`config.mk`:
```
export PLATFORM = sky130hd
export DESIGN_NAME = gas_supervisor
export DESIGN_NICKNAME = d
export VERILOG_FILES = /design/src/rtl/gas_supervisor.v /design/src/rtl/gas_alarm_chan.v
export VERILOG_INCLUDE_DIRS = /design/src /design/src/rtl
export SDC_FILE = /design/constraint.sdc
export NUM_CORES = 1
export LEC_CHECK = 0
export CAP_MARGIN = 20
export CORE_MARGIN = 5
export CORE_UTILIZATION = 58
export DETAILED_ROUTE_END_ITERATION = 8
export DONT_BUFFER_PORTS = 1
export GPL_TIMING_DRIVEN = 0
export PLACE_DENSITY = 0.83
export SETUP_SLACK_MARGIN = 0.1
export SLEW_MARGIN = 10
export SYNTH_ARGS = -nofsm -noshare
export SYNTH_HDL_FRONTEND = slang
export SYNTH_SLANG_ARGS = --single-unit
```
`constraint.sdc`:
```
create_clock -name core_clk -period 4.7 [get_ports core_clk]
set_clock_uncertainty 0.2 [all_clocks]
set_input_delay 0.235 -clock core_clk [delete_from_list [all_inputs] [get_ports core_clk]]
set_output_delay 0.235 -clock core_clk [all_outputs]
set_load 0.005 [all_outputs]
```
`src/rtl/gas_defines.vh`:
```
// Summary of operation
// - Alarm asserts only after dwell count exceeded
// - Alarm relay energises once dwell is exceeded
// - Latched alarm holds until reset command
// - Latched alarm holds peak concentration display
// - Unlatched alarm clears when concentration drops below
// - Three alarm relays plus one trouble relay
// - Self-test flashes thirty seconds, then measuring
// - Self-test equipment fault raises fault alarm
// - Sensor fault flashes fault message, half-second period
// - Under-range below minus ten percent flashes message
// - Under-range: trouble lamp, flashing warning, buzzer
// - Silence key stops buzzer outside test, warning lamp steady except over-range
// - Over-range above 110 percent flashes message
// - Over-range flickers alarm lamps, warning, buzzer
// - Test key held two seconds enters test
// - Test mode exits after thirty idle minutes
// - Test mode flashes and alarms user value
// - Test: function hold lamp test, reset exits
// - Set-up exits after ten idle seconds
// - Password zero means no password required
// - Up and down cycle seven menu modes
// - Buzzer continuous on warning during test
`ifndef GAS_DEFINES_VH
`define GAS_DEFINES_VH
`define GAS_CLK_HZ 40000000
`define GAS_TICK_MS 1
`define GAS_SEC_MS 1000
`define GAS_WARMUP_MS 30000
`define GAS_FLASH_MS 500
`define GAS_HOLD_MS 2000
`define GAS_TEST_TO_MS 1800000
`define GAS_SETUP_TO_MS 10000
`define GAS_CTRL_OFS 8'h00
`define GAS_AL1_OFS 8'h04
`define GAS_AL2_OFS 8'h08
`define GAS_AL3_OFS 8'h0C
`define GAS_DWELL_OFS 8'h10
`define GAS_HSCALE_OFS 8'h14
`define GAS_TESTVAL_OFS 8'h18
`define GAS_PASS_OFS 8'h1C
`define GAS_STAT_OFS 8'h20
`define GAS_DISP_OFS 8'h24
`define GAS_CTRL_LATCH 0
`define GAS_CTRL_CLR 1
`define GAS_DWELL_STRIDE 8
`define GAS_CTRL_RST 1'b1
`define GAS_AL1_RST 16'h0014
`define GAS_AL2_RST 16'h0028
`define GAS_AL3_RST 16'h0032
`define GAS_DWELL_RST 5'h01
`define GAS_HSCALE_RST 16'h0064
`define GAS_TESTVAL_RST 16'h0000
`define GAS_PASS_RST 7'h00
`define GAS_PASS_MAX 7'h63
`define GAS_MENU_LAST 3'h6
`endif

```
`src/rtl/gas_supervisor.v`:
```
`timescale 1ns/100ps
`include "gas_defines.vh"
module gas_supervisor
#(
  parameter TICK_CYC = (`GAS_CLK_HZ/1000)*`GAS_TICK_MS,
  parameter SEC_T = `GAS_SEC_MS/`GAS_TICK_MS,
  parameter WARMUP_T = `GAS_WARMUP_MS/`GAS_TICK_MS,
  parameter FLASH_HALF_T = `GAS_FLASH_MS/2/`GAS_TICK_MS,
  parameter HOLD_T = (`GAS_HOLD_MS+`GAS_TICK_MS-1)/`GAS_TICK_MS,
  parameter TEST_TO_T = `GAS_TEST_TO_MS/`GAS_TICK_MS,
  parameter SETUP_TO_T = `GAS_SETUP_TO_MS/`GAS_TICK_MS
)
(
  input wire core_clk,
  input wire reset,
  input wire [7:0] s_axi_awaddr,
  input wire s_axi_awvalid,
  output wire s_axi_awready,
  input wire [31:0] s_axi_wdata,
  input wire [3:0] s_axi_wstrb,
  input wire s_axi_wvalid,
  output wire s_axi_wready,
  output reg [1:0] s_axi_bresp,
  output reg s_axi_bvalid,
  input wire s_axi_bready,
  input wire [7:0] s_axi_araddr,
  input wire s_axi_arvalid,
  output wire s_axi_arready,
  output reg [31:0] s_axi_rdata,
  output reg [1:0] s_axi_rresp,
  output reg s_axi_rvalid,
  input wire s_axi_rready,
  input wire [15:0] sensor_level,
  input wire sensor_absent,
  input wire sensor_fault,
  input wire sensor_board_missing,
  input wire equip_fault,
  input wire key_test,
  input wire function_key,
  input wire key_reset,
  input wire key_up,
  input wire key_down,
  input wire buzzer_silence_key,
  input wire ext_reset_short,
  output wire [2:0] alarm_relay,
  output reg trouble_relay,
  output reg [2:0] alarm_led,
  output reg trouble_led,
  output reg warn_lamp,
  output reg buzzer,
  output reg [15:0] seven_segment_display,
  output reg [2:0] disp_msg,
  output reg disp_blank
);
  localparam ST_SELF = 3'h0;
  localparam ST_MEAS = 3'h1;
  localparam ST_TEST = 3'h2;
  localparam ST_LAMP = 3'h3;
  localparam ST_SETUP = 3'h4;
  localparam ST_EFLT = 3'h5;
  localparam MSG_NUM = 3'h0;
  localparam MSG_SELF = 3'h1;
  localparam MSG_FAULT = 3'h2;
  localparam MSG_UNDER = 3'h3;
  localparam MSG_OVER = 3'h4;
  localparam MSG_MENU = 3'h5;
  localparam MSG_LAMP = 3'h6;
  localparam MSG_PASS = 3'h7;
  localparam K_TEST = 0;
  localparam K_FUNCTION_KEY = 1;
  localparam K_RST = 2;
  localparam K_UP = 3;
  localparam K_DN = 4;
  localparam K_BZ = 5;

  function [3:0] reg_idx;
    input [7:0] a;
    begin
      if (a == `GAS_CTRL_OFS)
        reg_idx = 4'h0;
      else if (a == `GAS_AL1_OFS)
        reg_idx = 4'h1;
      else if (a == `GAS_AL2_OFS)
        reg_idx = 4'h2;
      else if (a == `GAS_AL3_OFS)
        reg_idx = 4'h3;
      else if (a == `GAS_DWELL_OFS)
        reg_idx = 4'h4;
      else if (a == `GAS_HSCALE_OFS)
        reg_idx = 4'h5;
      else if (a == `GAS_TESTVAL_OFS)
        reg_idx = 4'h6;
      else if (a == `GAS_PASS_OFS)
        reg_idx = 4'h7;
      else if (a == `GAS_STAT_OFS)
        reg_idx = 4'h8;
      else if (a == `GAS_DISP_OFS)
        reg_idx = 4'h9;
      else
        reg_idx = 4'hF;
    end
  endfunction

  function [31:0] strb_merge;
    input [31:0] o;
    input [31:0] n;
    input [3:0] s;
    integer i;
    begin
      for (i = 0; i < 4; i = i + 1)
        strb_merge[8*i +: 8] = s[i] ? n[8*i +: 8] : o[8*i +: 8];
    end
  endfunction

  reg [2:0] state_r;
  reg [31:0] pre_r, sec_r, flash_cnt_r, idle_r, tmr_r;
  reg flash_r, eqf_r, unlock_r, silence_r, cause_prev_r, clr_r;
  reg [2:0] menu_r;
  reg [6:0] pw_try_r;
  reg [5:0] key_prev_r;
  reg [15:0] peak_r;
  reg latch_r;
  reg [47:0] thr_r;
  reg [14:0] dwell_r;
  reg [15:0] hscale_r, testval_r;
  reg [6:0] pass_r;
  reg aw_ok_r, w_ok_r;
  reg [7:0] awaddr_r;
  reg [31:0] wdata_r;
  reg [3:0] wstrb_r;
  reg [31:0] rd_word;
  wire [31:0] m = strb_merge(32'h0, wdata_r, wstrb_r);
  wire [2:0] alarm_on;
  wire [1:0] long_hold;

  wire tick = (pre_r == TICK_CYC - 1);
  wire sec_tick = tick && (sec_r == SEC_T - 1);
  wire [5:0] keys = {buzzer_silence_key, key_down, key_up, key_reset, function_key, key_test};
  wire [5:0] key_rise = keys & ~key_prev_r;
  wire meas = (state_r == ST_MEAS);
  wire in_test = (state_r == ST_TEST) || (state_r == ST_LAMP);
  wire live = meas || in_test;
  wire sens_flt = sensor_absent | sensor_fault | sensor_board_missing;

  // Scaled by ten so the ten-percent margins need no divider
  wire signed [21:0] lvl_ext = {{6{sensor_level[15]}}, sensor_level};
  wire signed [21:0] lvl_x10 = (lvl_ext <<< 3) + (lvl_ext <<< 1);
  wire signed [21:0] hs_ext = {6'h00, hscale_r};
  wire signed [21:0] hs_x11 = (hs_ext <<< 3) + (hs_ext <<< 1) + hs_ext;
  wire signed [21:0] under_d = lvl_x10 + hs_ext;
  wire signed [21:0] over_d = hs_x11 - lvl_x10;
  wire fault_c = live && sens_flt;
  wire under_c = live && !sens_flt && under_d[21];
  wire over_c = live && !sens_flt && over_d[21];
  wire [15:0] conc_meas = sensor_level[15] ? 16'h0000 : sensor_level;
  wire [15:0] conc_eff = (state_r == ST_TEST) ? testval_r :
    (meas && !sens_flt) ? conc_meas : 16'h0000;
  wire trb = fault_c || under_c || (state_r == ST_EFLT);
  wire buzz_cause = trb || over_c || (|alarm_on);
  wire held = latch_r && (|alarm_on);
  wire alarm_clr = key_rise[K_RST] || ext_reset_short || clr_r;

  assign alarm_relay = alarm_on;
  assign s_axi_awready = !aw_ok_r && !s_axi_bvalid;
  assign s_axi_wready = !w_ok_r && !s_axi_bvalid;
  assign s_axi_arready = !s_axi_rvalid;

  genvar g;
  generate
    for (g = 0; g < 3; g = g + 1)
    begin : ch
      gas_alarm_chan #(.CW(16), .DW(5)) u_chan
      (
        .core_clk(core_clk),
        .reset(reset),
        .conc(conc_eff),
        .thresh(thr_r[16*g +: 16]),
        .dwell(dwell_r[5*g +: 5]),
        .sec_tick(sec_tick),
        .latch_en(latch_r),
        .clear(alarm_clr),
        .alarm_on(alarm_on[g])
      );
    end
    for (g = 0; g < 2; g = g + 1)
    begin : hk
      reg [31:0] cnt_r;
      always @(posedge core_clk)
      begin
        if (reset || !keys[g])
          cnt_r <= 32'h0;
        else if (tick && cnt_r < HOLD_T)
          cnt_r <= cnt_r + 32'h1;
      end
      assign long_hold[g] = (cnt_r >= HOLD_T);
    end
  endgenerate

  always @(posedge core_clk)
  begin
    if (reset)
    begin
      pre_r <= 32'h0;
      sec_r <= 32'h0;
      flash_cnt_r <= 32'h0;
      flash_r <= 1'b0;
      key_prev_r <= 6'h00;
      idle_r <= 32'h0;
    end
    else
    begin
      pre_r <= tick ? 32'h0 : pre_r + 32'h1;
      key_prev_r <= keys;
      if (tick)
      begin
        sec_r <= (sec_r == SEC_T - 1) ? 32'h0 : sec_r + 32'h1;
        if (flash_cnt_r == FLASH_HALF_T - 1)
        begin
          flash_cnt_r <= 32'h0;
          flash_r <= !flash_r;
        end
        else
          flash_cnt_r <= flash_cnt_r + 32'h1;
      end
      if ((|key_rise) || meas)
        idle_r <= 32'h0;
      else if (tick)
        idle_r <= idle_r + 32'h1;
    end
  end

  always @(posedge core_clk)
  begin
    if (reset)
    begin
      state_r <= ST_SELF;
      tmr_r <= 32'h0;
      eqf_r <= 1'b0;
      unlock_r <= 1'b0;
      menu_r <= 3'h0;
      pw_try_r <= 7'h00;
    end
    else
    begin
      case (state_r)
        ST_SELF:
        begin
          eqf_r <= eqf_r | equip_fault;
          if (tick)
          begin
            if (tmr_r >= WARMUP_T - 1)
              state_r <= (eqf_r | equip_fault) ? ST_EFLT : ST_MEAS;
            else
              tmr_r <= tmr_r + 32'h1;
          end
        end
        ST_MEAS:
        begin
          if (long_hold[K_TEST])
            state_r <= ST_TEST;
          else if (long_hold[K_FUNCTION_KEY])
          begin
            state_r <= ST_SETUP;
            unlock_r <= (pass_r == 7'h00);
            pw_try_r <= 7'h00;
            menu_r <= 3'h0;
          end
        end
        ST_TEST, ST_LAMP:
        begin
          if (key_rise[K_RST] || idle_r >= TEST_TO_T)
            state_r <= ST_MEAS;
          else if (long_hold[K_FUNCTION_KEY])
            state_r <= ST_LAMP;
        end
        ST_SETUP:
        begin
          if (key_rise[K_RST] || idle_r >= SETUP_TO_T)
            state_r <= ST_MEAS;
          else if (!unlock_r)
          begin
            if (key_rise[K_UP])
              pw_try_r <= (pw_try_r == `GAS_PASS_MAX) ? 7'h00 : pw_try_r + 7'h01;
            else if (key_rise[K_DN])
              pw_try_r <= (pw_try_r == 7'h00) ? `GAS_PASS_MAX : pw_try_r - 7'h01;
            else if (key_rise[K_FUNCTION_KEY] && pw_try_r == pass_r)
              unlock_r <= 1'b1;
          end
          else if (key_rise[K_UP])
            menu_r <= (menu_r == `GAS_MENU_LAST) ? 3'h0 : menu_r + 3'h1;
          else if (key_rise[K_DN])
            menu_r <= (menu_r == 3'h0) ? `GAS_MENU_LAST : menu_r - 3'h1;
        end
        ST_EFLT:
          state_r <= ST_EFLT;
        default:
          state_r <= ST_SELF;
      endcase
    end
  end

  always @(posedge core_clk)
  begin
    if (reset)
    begin
      peak_r <= 16'h0000;
      silence_r <= 1'b0;
      cause_prev_r <= 1'b0;
      trouble_relay <= 1'b0;
      trouble_led <= 1'b0;
      alarm_led <= 3'h0;
      warn_lamp <= 1'b0;
      buzzer <= 1'b0;
      seven_segment_display <= 16'h0000;
      disp_msg <= MSG_SELF;
      disp_blank <= 1'b0;
    end
    else
    begin
      if (held && conc_eff < peak_r)
        peak_r <= peak_r;
      else
        peak_r <= conc_eff;
      cause_prev_r <= buzz_cause;
      // A new cause re-arms the buzzer even if silenced in the same cycle
      if (buzz_cause && !cause_prev_r)
        silence_r <= 1'b0;
      else if (key_rise[K_BZ])
        silence_r <= 1'b1;
      else if (!buzz_cause)
        silence_r <= 1'b0;
      trouble_relay <= trb;
      trouble_led <= trb || (state_r == ST_LAMP);
      if (state_r == ST_LAMP)
        alarm_led <= 3'h7;
      else if (over_c)
        alarm_led <= {3{flash_r}};
      else
        alarm_led <= alarm_on;
      if (state_r == ST_LAMP)
        warn_lamp <= 1'b1;
      else
        warn_lamp <= buzz_cause && ((silence_r && !over_c) || flash_r);
      buzzer <= (buzz_cause && (!silence_r || in_test)) ||
        (state_r == ST_LAMP);
      disp_blank <= 1'b0;
      seven_segment_display <= conc_meas;
      case (state_r)
        ST_SELF:
        begin
          disp_msg <= MSG_SELF;
          disp_blank <= !flash_r;
        end
        ST_EFLT:
        begin
          disp_msg <= MSG_FAULT;
          disp_blank <= !flash_r;
        end
        ST_LAMP:
        begin
          disp_msg <= MSG_LAMP;
          seven_segment_display <= 16'hFFFF;
        end
        ST_SETUP:
        begin
          disp_msg <= unlock_r ? MSG_MENU : MSG_PASS;
          seven_segment_display <= unlock_r ? {13'h0000, menu_r} : {9'h000, pw_try_r};
        end
        ST_TEST:
        begin
          disp_msg <= MSG_NUM;
          seven_segment_display <= testval_r;
          disp_blank <= !flash_r;
        end
        default:
        begin
          if (fault_c)
          begin
            disp_msg <= MSG_FAULT;
            disp_blank <= !flash_r;
          end
          else if (over_c)
          begin
            disp_msg <= MSG_OVER;
            disp_blank <= !flash_r;
          end
          else if (under_c)
          begin
            disp_msg <= MSG_UNDER;
            disp_blank <= !flash_r;
          end
          else
          begin
            disp_msg <= MSG_NUM;
            if (held)
              seven_segment_display <= peak_r;
          end
        end
      endcase
    end
  end

  always @*
  begin
    rd_word = 32'h0;
    case (reg_idx(s_axi_araddr))
      4'h0: rd_word = {31'h0, latch_r};
      4'h1: rd_word = {16'h0, thr_r[15:0]};
      4'h2: rd_word = {16'h0, thr_r[31:16]};
      4'h3: rd_word = {16'h0, thr_r[47:32]};
      4'h4: rd_word = {11'h0, dwell_r[14:10], 3'h0, dwell_r[9:5], 3'h0, dwell_r[4:0]};
      4'h5: rd_word = {16'h0, hscale_r};
      4'h6: rd_word = {16'h0, testval_r};
      4'h7: rd_word = {25'h0, pass_r};
      4'h8: rd_word = {16'h0, unlock_r, menu_r, 1'b0, state_r, eqf_r, over_c, under_c,
        fault_c, trb, alarm_on};
      4'h9: rd_word = {13'h0, disp_msg, seven_segment_display};
      default: rd_word = 32'h0;
    endcase
  end

  always @(posedge core_clk)
  begin
    if (reset)
    begin
      aw_ok_r <= 1'b0;
      w_ok_r <= 1'b0;
      awaddr_r <= 8'h00;
      wdata_r <= 32'h0;
      wstrb_r <= 4'h0;
      s_axi_bvalid <= 1'b0;
      s_axi_bresp <= 2'h0;
      s_axi_rvalid <= 1'b0;
      s_axi_rresp <= 2'h0;
      s_axi_rdata <= 32'h0;
      clr_r <= 1'b0;
      latch_r <= `GAS_CTRL_RST;
      thr_r <= {`GAS_AL3_RST, `GAS_AL2_RST, `GAS_AL1_RST};
      dwell_r <= {3{`GAS_DWELL_RST}};
      hscale_r <= `GAS_HSCALE_RST;
      testval_r <= `GAS_TESTVAL_RST;
      pass_r <= `GAS_PASS_RST;
    end
    else
    begin
      clr_r <= 1'b0;
      if (s_axi_awvalid && s_axi_awready)
      begin
        aw_ok_r <= 1'b1;
        awaddr_r <= s_axi_awaddr;
      end
      if (s_axi_wvalid && s_axi_wready)
      begin
        w_ok_r <= 1'b1;
        wdata_r <= s_axi_wdata;
        wstrb_r <= s_axi_wstrb;
      end
      if (s_axi_bvalid && s_axi_bready)
        s_axi_bvalid <= 1'b0;
      else if (aw_ok_r && w_ok_r)
      begin
        aw_ok_r <= 1'b0;
        w_ok_r <= 1'b0;
        s_axi_bvalid <= 1'b1;
        s_axi_bresp <= (reg_idx(awaddr_r) > 4'h9) ? 2'h2 : 2'h0;
        if (reg_idx(awaddr_r) == 4'h0 && wstrb_r[0])
        begin
          latch_r <= wdata_r[`GAS_CTRL_LATCH];
          clr_r <= wdata_r[`GAS_CTRL_CLR];
        end
        else if (reg_idx(awaddr_r) == 4'h1)
          thr_r[15:0] <= m[15:0] | (thr_r[15:0] & {{8{!wstrb_r[1]}}, {8{!wstrb_r[0]}}});
        else if (reg_idx(awaddr_r) == 4'h2)
          thr_r[31:16] <= m[15:0] | (thr_r[31:16] & {{8{!wstrb_r[1]}}, {8{!wstrb_r[0]}}});
        else if (reg_idx(awaddr_r) == 4'h3)
          thr_r[47:32] <= m[15:0] | (thr_r[47:32] & {{8{!wstrb_r[1]}}, {8{!wstrb_r[0]}}});
        else if (reg_idx(awaddr_r) == 4'h4)
        begin
          if (wstrb_r[0])
            dwell_r[4:0] <= wdata_r[4:0];
          if (wstrb_r[1])
            dwell_r[9:5] <= wdata_r[`GAS_DWELL_STRIDE +: 5];
          if (wstrb_r[2])
            dwell_r[14:10] <= wdata_r[2*`GAS_DWELL_STRIDE +: 5];
        end
        else if (reg_idx(awaddr_r) == 4'h5)
          hscale_r <= m[15:0] | (hscale_r & {{8{!wstrb_r[1]}}, {8{!wstrb_r[0]}}});
        else if (reg_idx(awaddr_r) == 4'h6)
          testval_r <= m[15:0] | (testval_r & {{8{!wstrb_r[1]}}, {8{!wstrb_r[0]}}});
        else if (reg_idx(awaddr_r) == 4'h7 && wstrb_r[0])
          pass_r <= wdata_r[6:0];
      end
      if (s_axi_rvalid && s_axi_rready)
        s_axi_rvalid <= 1'b0;
      else if (s_axi_arvalid && s_axi_arready)
      begin
        s_axi_rvalid <= 1'b1;
        s_axi_rdata <= rd_word;
        s_axi_rresp <= (reg_idx(s_axi_araddr) > 4'h9) ? 2'h2 : 2'h0;
      end
    end
  end
endmodule

```
`src/rtl/gas_alarm_chan.v`:
```
`timescale 1ns/100ps
module gas_alarm_chan
#(
  parameter CW = 16,
  parameter DW = 5
)
(
  input wire core_clk,
  input wire reset,
  input wire [CW-1:0] conc,
  input wire [CW-1:0] thresh,
  input wire [DW-1:0] dwell,
  input wire sec_tick,
  input wire latch_en,
  input wire clear,
  output reg alarm_on
);
  reg [DW:0] cnt_r;
  wire above = conc > thresh;
  wire below = conc < thresh;
  wire qual = cnt_r > {1'b0, dwell};

  always @(posedge core_clk)
  begin
    if (reset)
    begin
      cnt_r <= {(DW+1){1'b0}};
      alarm_on <= 1'b0;
    end
    else
    begin
      if (!above)
        cnt_r <= {(DW+1){1'b0}};
      else if (sec_tick && !qual)
        cnt_r <= cnt_r + {{DW{1'b0}}, 1'b1};
      // A fresh qualification beats a clear in the same cycle
      if (above && qual)
        alarm_on <= 1'b1;
      else if (clear)
        alarm_on <= 1'b0;
      else if (!latch_en && below)
        alarm_on <= 1'b0;
    end
  end
endmodule

```
# Yosys cells after proc, flatten, opt, wreduce, memory -nomap -nowiden

Index checks and enable logic that the tools add are counted.

$add $sub $neg: 19
$mul: 0
Div/mod/pow operators: 0
Magnitude comparators: 19
Eq/ne operators: 57
Shift-type cells: 0
Muxes and demuxes: 155
Bitwise operators: 29
Reductions and logical operators: 113

Operators by type and width:

| kind                                                                 | number |
|---|---|
| two-way mux 4 bit                                                    | 71 |
| adder 32 x 1 -> 32 bit (second input constant)                       | 7 |
| case mux 21 bit (10 select lines)                                    | 1 |
| bitwise AND 16 bit                                                   | 5 |
| two-way mux 16 bit                                                   | 5 |
| bitwise OR 16 bit                                                    | 5 |
| two-way mux 3 bit                                                    | 24 |
| equality test 8 x 5 -> 1 bit (second input constant)                 | 8 |
| greater-or-equal comparator 32 x 11 -> 1 bit (second input constant) | 2 |
| < comparator 16 bit                                                  | 4 |
| < comparator 32 x 11 -> 1 bit (second input constant)                | 2 |
| two-way mux 32 bit                                                   | 2 |
| case mux 16 bit (4 select lines)                                     | 1 |
| two-way mux 7 bit                                                    | 9 |
| greater-than comparator 16 bit                                       | 3 |
| adder 19 x 17 -> 20 bit                                              | 2 |
| logical AND 1 bit                                                    | 34 |
| equality test 32 x 10 -> 1 bit (second input constant)               | 1 |
| equality test 32 x 16 -> 1 bit (second input constant)               | 1 |
| equality test 32 x 8 -> 1 bit (second input constant)                | 1 |
| equality test 4 x 3 -> 1 bit (second input constant)                 | 8 |
| equality test 8 x 4 -> 1 bit (second input constant)                 | 4 |
| equality test 8 x 6 -> 1 bit (second input constant)                 | 4 |
| greater-or-equal comparator 32 x 14 -> 1 bit (second input constant) | 1 |
| other kinds (55)                                                     | 187 |

Register bits: 488
Latch bits: 0
RAM bits: 0
ROM bits: 0
Input port bits: 86
Output and inout port bits: 71
Memories kept: 0

# Logic depth before layout (Yosys ltp)

Gate-level depths: netlist of the first run.

Depth in word-level cells: 74
Gate-level depth with buffers: 24
Depth with buffers taken out: 22

# Cells and area by module

Synthesis of the first run repeated with hierarchy kept, for this count alone.

Cell total of the unflattened synthesis: 2988
Area, all modules: 25186.7 um^2

Modules (own cells, without submodules):

| module         | times used | cells each | area each (um^2) | seq. area each (um^2) |
|---|---|---|---|---|
| gas_supervisor | 1          | 2652       | 22592.9          | 9088.7 |
| gas_alarm_chan | 3          | 112        | 864.6            | 140.1 |

# Least setup slack after synthesis of the first run

Ideal clock, no wire load.

Path kind: flip-flop to flip-flop
From: register (tool-made name)
To: register seven_segment_display[0]
Setup time: 0.122 ns
Arrival: 4.666 ns
Path slack: -0.288 ns
Stages on the path, launching flop included: 23
Path through: dfxtp_1 -> inv_1 -> fa_1 -> inv_1 -> fa_1 -> a21o_1 -> a21oi_1 -> nand2b_1 -> a21oi_1 -> a211o_1 -> o211ai_1 -> o2111ai_1 -> a21oi_1 -> xnor2_1 -> ha_1 -> a211oi_1 -> and3_1 -> o211ai_1 -> nor2_1 -> or4_1 -> buf_2 -> buf_6 -> o311a_1

RTL lines:

| what                 | line                 | text |
|---|---|---|
| end signal, assigned | gas_supervisor.v:347 | `seven_segment_display <= conc_meas;` |
| end signal, assigned | gas_supervisor.v:367 | `seven_segment_display <= unlock_r ? {13'h0000, menu_r} : {9'h000, pw_try_r};` |
| end signal, assigned | gas_supervisor.v:372 | `seven_segment_display <= testval_r;` |
| end, declared        | gas_supervisor.v:51  | `output reg [15:0] seven_segment_display,` |

==> results of run 1 <==
[timing repair]
item | in CTS | in global routing
setup endpoints to repair | 62 | 65
pin swaps | 14 | 14
resized for setup | 60 | 38
cloned | 1 | 0
hold buffers | 92 | 0
setup buffers | 13 | 4
endpoints found under the hold margin | 104 | 0
[worst paths after layout]
kind	startpoint	end	slack, ps	depth (start not counted)
hold / removal	sensor_level[0]	seven_segment_display[0]	20	4
hold reg to reg	register	register	260	2
setup reg to reg	register	seven_segment_display[0]	-470	23
setup / recovery	register	seven_segment_display[0]	-470	23
[power groups by stage]
stage	logic, µW	registers [µW]	clock network [µW]
after floorplan	351	4170	0
after global placement	483	4200	0
after detailed placement	501	4200	0
after CTS	581	4110	4240
after global routing	655	4110	4440
final	608	4110	4230
[worst max-delay path, cell delays in order (launching register included)]
cell,delay (ps)
dfxtp_4,350
inv_2,40
fa_1,550
inv_2,50
fa_2,350
a21o_1,170
a21oi_2,140
nand2b_4,160
a21oi_4,60
a211o_1,270
o211ai_1,130
o21bai_1,160
a21oi_2,250
xnor2_2,160
ha_2,220
nor3_2,50
o211ai_1,130
a211oi_2,90
o211ai_1,370
nor2_4,100
or4_4,440
buf_8,160
buf_8,130
o311a_1,320
[cell usage after synthesis, types with 16 or more instances]
library cell / number
nand3_1: 95
xnor2_1: 73
a31oi_1: 29
nand2_1: 275
a21o_1: 30
nand4_1: 62
inv_1: 143
a22oi_1: 34
nor3_1: 47
and3_1: 46
o21ai_0: 91
nand2b_1: 23
or3_1: 43
a21oi_1: 204
buf_4: 16
mux2i_1: 106
clkbuf_1: 109
and2_1: 53
nor4_1: 38
nor2_1: 384
a211oi_1: 25
nor2b_1: 49
dfxtp_1: 475
xor2_1: 98
ha_1: 168
[area by class of cell]
cell class	instances	area share, %
Tap cell	546	2.36
Multi-Input combinational cell	2210	50.7
Clock inverter	30	1.38
Sequential cell	475	32.9
Clock buffer	62	4.68
Antenna cell	1	0.00865
Timing Repair Buffer	112	3.78
Inverter	145	1.88
Buffer	142	2.28
[per-stage QoR]
stage	setup slack, ps	total power, µW	instances	cell area, µm²	setup TNS (ps)
detailed placement	-1140	4700	3519	25700	-37140
finish	-465	8950	3723	28900	-8770
floorplan	102	4520	2972	25000	0
global route	-620	9200	3722	28900	-12600
CTS	-374	8930	3717	28700	-6350
global placement	-1060	4680	3518	25700	-37060
[kinds of logic (layout without fill, tap and decap cells)]
family                     count (synthesis)  in the layout
muxes                                    109            109
DFF                                      475            475
xor gates and xnor gates                 171            171
AOI/OAI and AO/OA                        574            574
other                                      1             14
buffers and inverters                    287            491
and+or+nand+nor                         1158           1158
adders and majority gates                185            185
[routing by layer]
layer | track usage, % | up-vias
met5 | 0 | -
met4 | 17.3 | 0
met2 | 55.0 | 1199
li1 | - | 10700
met3 | 9.35 | 320
met1 | 43.9 | 11200
==> flow_metrics.env, run 1 <==
export IMPL_cts_buffers_inserted=49
export IMPL_final_util_pct=67.6
export IMPL_required_ps=5010
export IMPL_dr_wl_met2_um=37400
export IMPL_h_tree_depth=2
export IMPL_fin_ws_ps=-465
export IMPL_cts_root_buffer="clkbuf_16"
export IMPL_cp_start_kind="register"
export IMPL_initial_core_util_pct=58.3
export IMPL_grt_pass1_wl_um=130000
export IMPL_rsz0062_at_grt="yes"
export IMPL_cts_sinks=475
export IMPL_finalHoldViolCount=0
export IMPL_synthSimpleGateAreaFrac_pct=22.1
export IMPL_synth_edf_count=0
export IMPL_post_dp_hpwl_um=63100
export IMPL_syn_inst=2960
export IMPL_arrival_ps=5470
export IMPL_antenna_found_initial=2
export IMPL_gp_congestion=1.05
export IMPL_leakage_uw=0.0115
export IMPL_routedWlPerCell_um=22.9
export IMPL_die_area_um2=47200
export IMPL_min_period_ps=5170
export IMPL_drt_iter0_drc=2746
export IMPL_final_cell_mix="dfxtp_1 (466), nor2_1 (382), nand2_1 (273), a21oi_1 (198), ha_1 (164)"
export IMPL_p_seq_share_pct=45.9
export IMPL_power_internal_uw=6780
export IMPL_synth_top_area_cell="dfxtp_1"
export IMPL_yosysTopAreaCellShare_pct=38.1
export IMPL_vias=23500
export IMPL_nNetsFinal=3404
export IMPL_worst_pin_slew_ps=1190
export IMPL_rows=76
export IMPL_violations="setup timing"
export IMPL_clk_pin_slew_ps=60
export IMPL_multi_input_area_um2=14700
export IMPL_gr_total_overflow=0
export IMPL_synth_yosys_warnings=0
export IMPL_hold_ws_ps=19.0
export IMPL_dr_pass1_iters=9
export IMPL_power_density_nw_per_um2=309
export IMPL_grt_pass1_vias=22900
export IMPL_viasPerCell=6.31
export IMPL_slew_violations=0
export IMPL_top_layer_used="met4"
export IMPL_status="finished with violations"
export IMPL_synth_area_per_cell_um2=8.42
export IMPL_wl_met1_um=34100
export IMPL_swShare_pct=24.2
export IMPL_clk_latency_ps=630
export IMPL_timing_final_crit_share_pct=110
export IMPL_grt_max_degree=16
export IMPL_vdd_drop_max_mv=0.323
export IMPL_power_switching_uw=2170
export IMPL_seqCellArea_um2=9530
export IMPL_io_buffers=0
export IMPL_hp_class="in -> reg"
export IMPL_layout_drive_gt1_share_pct=7.30
export IMPL_core_area_um2=42800
export IMPL_dieHeight_um=217
export IMPL_synth_area_top_cells="dfxtp_1 (38%), ha_1 (8.4%), nor2_1 (5.8%)"
export IMPL_wl_met3_um=8710
export IMPL_cts_tree="built"
export IMPL_max_cap_viol_count=0
export IMPL_crit_fanout=6
export IMPL_synth_top_family_by_area="simple AND/OR/NAND/NOR gates"
export IMPL_synth_cell_types=85
export IMPL_synth_xor_area_share_pct=6.01
export IMPL_endpoint_kind="register"
export IMPL_p_comb_share_pct=6.8
export IMPL_criticalPathCategory="reg -> reg"
export IMPL_drc=0
export IMPL_pin_count=157
export IMPL_synth_compound_area_share_pct=15.0
export IMPL_synth_main_ff_cell="dfxtp_1"
export IMPL_fillers=3382
export IMPL_final_common_cell="dfxtp_1"
export IMPL_area_growth_pct=16.0
export IMPL_syn_cell_area_um2=24900
export IMPL_seq_area_frac_synth_pct=38.1
export IMPL_synth_adder_area_share_pct=9.72
export IMPL_antenna_left=0
export IMPL_fp_dieW_um=217
export IMPL_postSynth_asyncResetShare_pct=0
export IMPL_grt_usage_pct=34.7
export IMPL_muxShareOfSynthArea_pct=4.44
export IMPL_synth_seq_cells=475
export IMPL_clockPowerShare_pct=47.3
export IMPL_wl_um=85300
export IMPL_max_clock_freq_ghz=0.194
export IMPL_finalSetupViolations=26
export IMPL_ctsLongestPathBuffers=3
export IMPL_max_slew_margin_pct=19.6
No activity file was read; power rests on OpenSTA's default activity.
==> inputs of run 2 (changes only) <==
- RECOVER_POWER: unset -> 100
- clock period: 4.7 -> 4.6 ns (I/O delays scaled with it)
==> run 2 against run 1 <==
The flow finishes with violations (DRC, setup timing); cell area increased by 0.10%; register-to-register slack got worse by 100 ps; routed wire length increased by 0.92%; non-clock buffer count increased by 5; largest cell class unchanged.
==> flow_metrics.env, run 2 (same netlist as run 1, synthesis figures left out) <==
export IMPL_min_period_ps=5170
export IMPL_gr_total_overflow=0
export IMPL_clockPowerShare_pct=47.3
export IMPL_power_switching_uw=2190
export IMPL_grt_usage_pct=35.1
export IMPL_finalHoldViolCount=0
export IMPL_status="finished with violations"
export IMPL_nNetsFinal=3410
export IMPL_r2r_end="seven_segment_display[4]"
export IMPL_crit_chain="inv_2 > fa_1 > inv_2 > fa_2 > a21o_1 > a21oi_2 > nand2b_4 > a21oi_4 > a211o_1 > o211ai_1 > o21bai_1 > a21oi_1 > xnor2_1 > ha_2 > o21a_1 > o2111ai_2 > o211ai_1 > nor2_4 > or4_4 > buf_8 > buf_6 > mux2i_1 > o22ai_1"
export IMPL_timing_final_crit_share_pct=112
export IMPL_leakage_uw=0.0114
export IMPL_hp_class="in -> reg"
export IMPL_die_area_um2=47200
export IMPL_power_internal_uw=6960
export IMPL_drt_iter0_drc=2707
export IMPL_gp_congestion=1.04
export IMPL_vias=23300
export IMPL_cts_tree="built"
export IMPL_vdd_drop_max_mv=0.301
export IMPL_endpoint_kind="register"
export IMPL_required_ps=4850
export IMPL_core_area_um2=42800
export IMPL_ctsLongestPathBuffers=3
export IMPL_fillers=3365
export IMPL_grt_max_degree=15
export IMPL_max_cap_viol_count=0
export IMPL_cts_buffers_inserted=50
export IMPL_wl_um=86100
export IMPL_p_seq_share_pct=45.9
export IMPL_grt_pass1_vias=22600
export IMPL_arrival_ps=5420
export IMPL_slew_violations=0
export IMPL_max_slew_margin_pct=14.2
export IMPL_antenna_found_initial=0
export IMPL_swShare_pct=24.0
export IMPL_antenna_left=0
export IMPL_clk_latency_ps=610
export IMPL_grt_pass1_wl_um=130000
export IMPL_worst_pin_slew_ps=1270
export IMPL_max_clock_freq_ghz=0.193
export IMPL_r2r_cells=23
export IMPL_clk_pin_slew_ps=60
export IMPL_multi_input_area_um2=14700
export IMPL_routedWlPerCell_um=23.1
export IMPL_h_tree_depth=2
export IMPL_cp_slowest_cell="fa_1"
export IMPL_finalSetupViolations=27
export IMPL_layout_drive_gt1_share_pct=6.98
export IMPL_final_common_cell="dfxtp_1"
export IMPL_criticalPathCategory="reg -> reg"
export IMPL_viasPerCell=6.24
export IMPL_seqCellArea_um2=9540
export IMPL_fin_ws_ps=-570
export IMPL_dr_pass1_iters=9
export IMPL_cts_root_buffer="clkbuf_16"
export IMPL_power_uw=9150
export IMPL_area_growth_pct=16.2
export IMPL_final_cell_mix="dfxtp_1 (466), nor2_1 (381), nand2_1 (271), a21oi_1 (198), ha_1 (165)"
export IMPL_cp_start_kind="register"
export IMPL_violations="DRC, setup timing"
export IMPL_p_comb_share_pct=6.8
export IMPL_fin_area_um2=29000
export IMPL_critPathCapture="seven_segment_display[4]"
export IMPL_rows=76
export IMPL_rsz0062_at_grt="yes"
export IMPL_dieHeight_um=217
export IMPL_pin_count=157
export IMPL_fp_dieW_um=217
export IMPL_cts_sinks=475
export IMPL_placed_area_um2=25700
export IMPL_drc=6
export IMPL_crit_fanout=10
export IMPL_initial_core_util_pct=58.3
export IMPL_io_buffers=0
export IMPL_post_dp_hpwl_um=63800
export IMPL_r2r_setup_slack_ps=-570
export IMPL_power_density_nw_per_um2=316
export IMPL_max_stage_delay_ps=540
run 2: per-layer routing:
layer  GRT usage, %  share of wire, %  wire length [µm]  vias to the layer above
met5              0                 0                 0                        -
met4           17.2               5.7              4890                        0
met3           8.53                10              8780                      298
met2           55.4                44             37500                     1099
met1           45.2                41             34900                    11100
li1               -                 -                 -                    10800
run 2: worst min-delay path by stage:
stage                                from                  endpoint  slack, ps  cells after the start
after detailed placement     s_axi_rready              s_axi_rvalid        140                      1
final                     sensor_level[1]                 peak_r[1]         40                      4
after floorplan              s_axi_rready              s_axi_rvalid        130                      1
after CTS                 sensor_level[3]  seven_segment_display[3]          9                      4
after global routing      sensor_level[0]  seven_segment_display[0]         60                      4
after global placement       s_axi_rready              s_axi_rvalid        140                      1
run 2: metrics by stage:
| step | utilization (%) | setup WS (ps) | cells | hold slack (ps) | setup TNS, ps |
|---|---|---|---|---|---|
| finish | 67.7 | -570 | 3726 | 37.9 | -11280 |
| global route | 67.7 | -722 | 3725 | 56.5 | -16700 |
| CTS | 67.3 | -479 | 3716 | 9.06 | -8630 |
| detailed placement | 60.1 | -1130 | 3521 | 137 | -43040 |
| global placement | 60.1 | -1090 | 3518 | 135 | -45070 |
| floorplan | - | 56.5 | 2972 | 130 | 0 |
run 2: final cells by class:
type	instances	area share (%)
multi-input combinational	2210	50.6
timing repair buffer	117	3.88
tap	546	2.36
antenna	1	0.00864
clock buffer	71	5.11
inverter	145	1.88
clock inverter	19	0.950
buffer	142	2.24
sequential	475	32.9
run 2: worst max-delay path: cells and delay by family, from the launching register on:
family	cells	cell delay, ps
xor gates and xnor gates	1	110
adders and majority gates	3	1210
DFF	1	370
and+or+nand+nor	3	740
AOI/OAI and AO/OA	11	1840
muxes	1	150
buffers and inverters	4	400
run 2: power by group through the flow:
stage | clock network (µW) | logic, µW | registers [µW]
floorplan | 0 | 359 | 4260
global placement | 0 | 497 | 4290
detailed placement | 0 | 514 | 4290
CTS | 4350 | 592 | 4200
global route | 4540 | 667 | 4200
finish | 4330 | 619 | 4200
run 2: repair_timing:
item | in CTS | in global routing
setup buffers | 14 | 9
endpoints found under the hold margin | 102 | 0
gates resized for setup | 71 | 31
setup endpoints to repair | 63 | 63
hold buffers | 91 | 0
pin swaps | 20 | 19
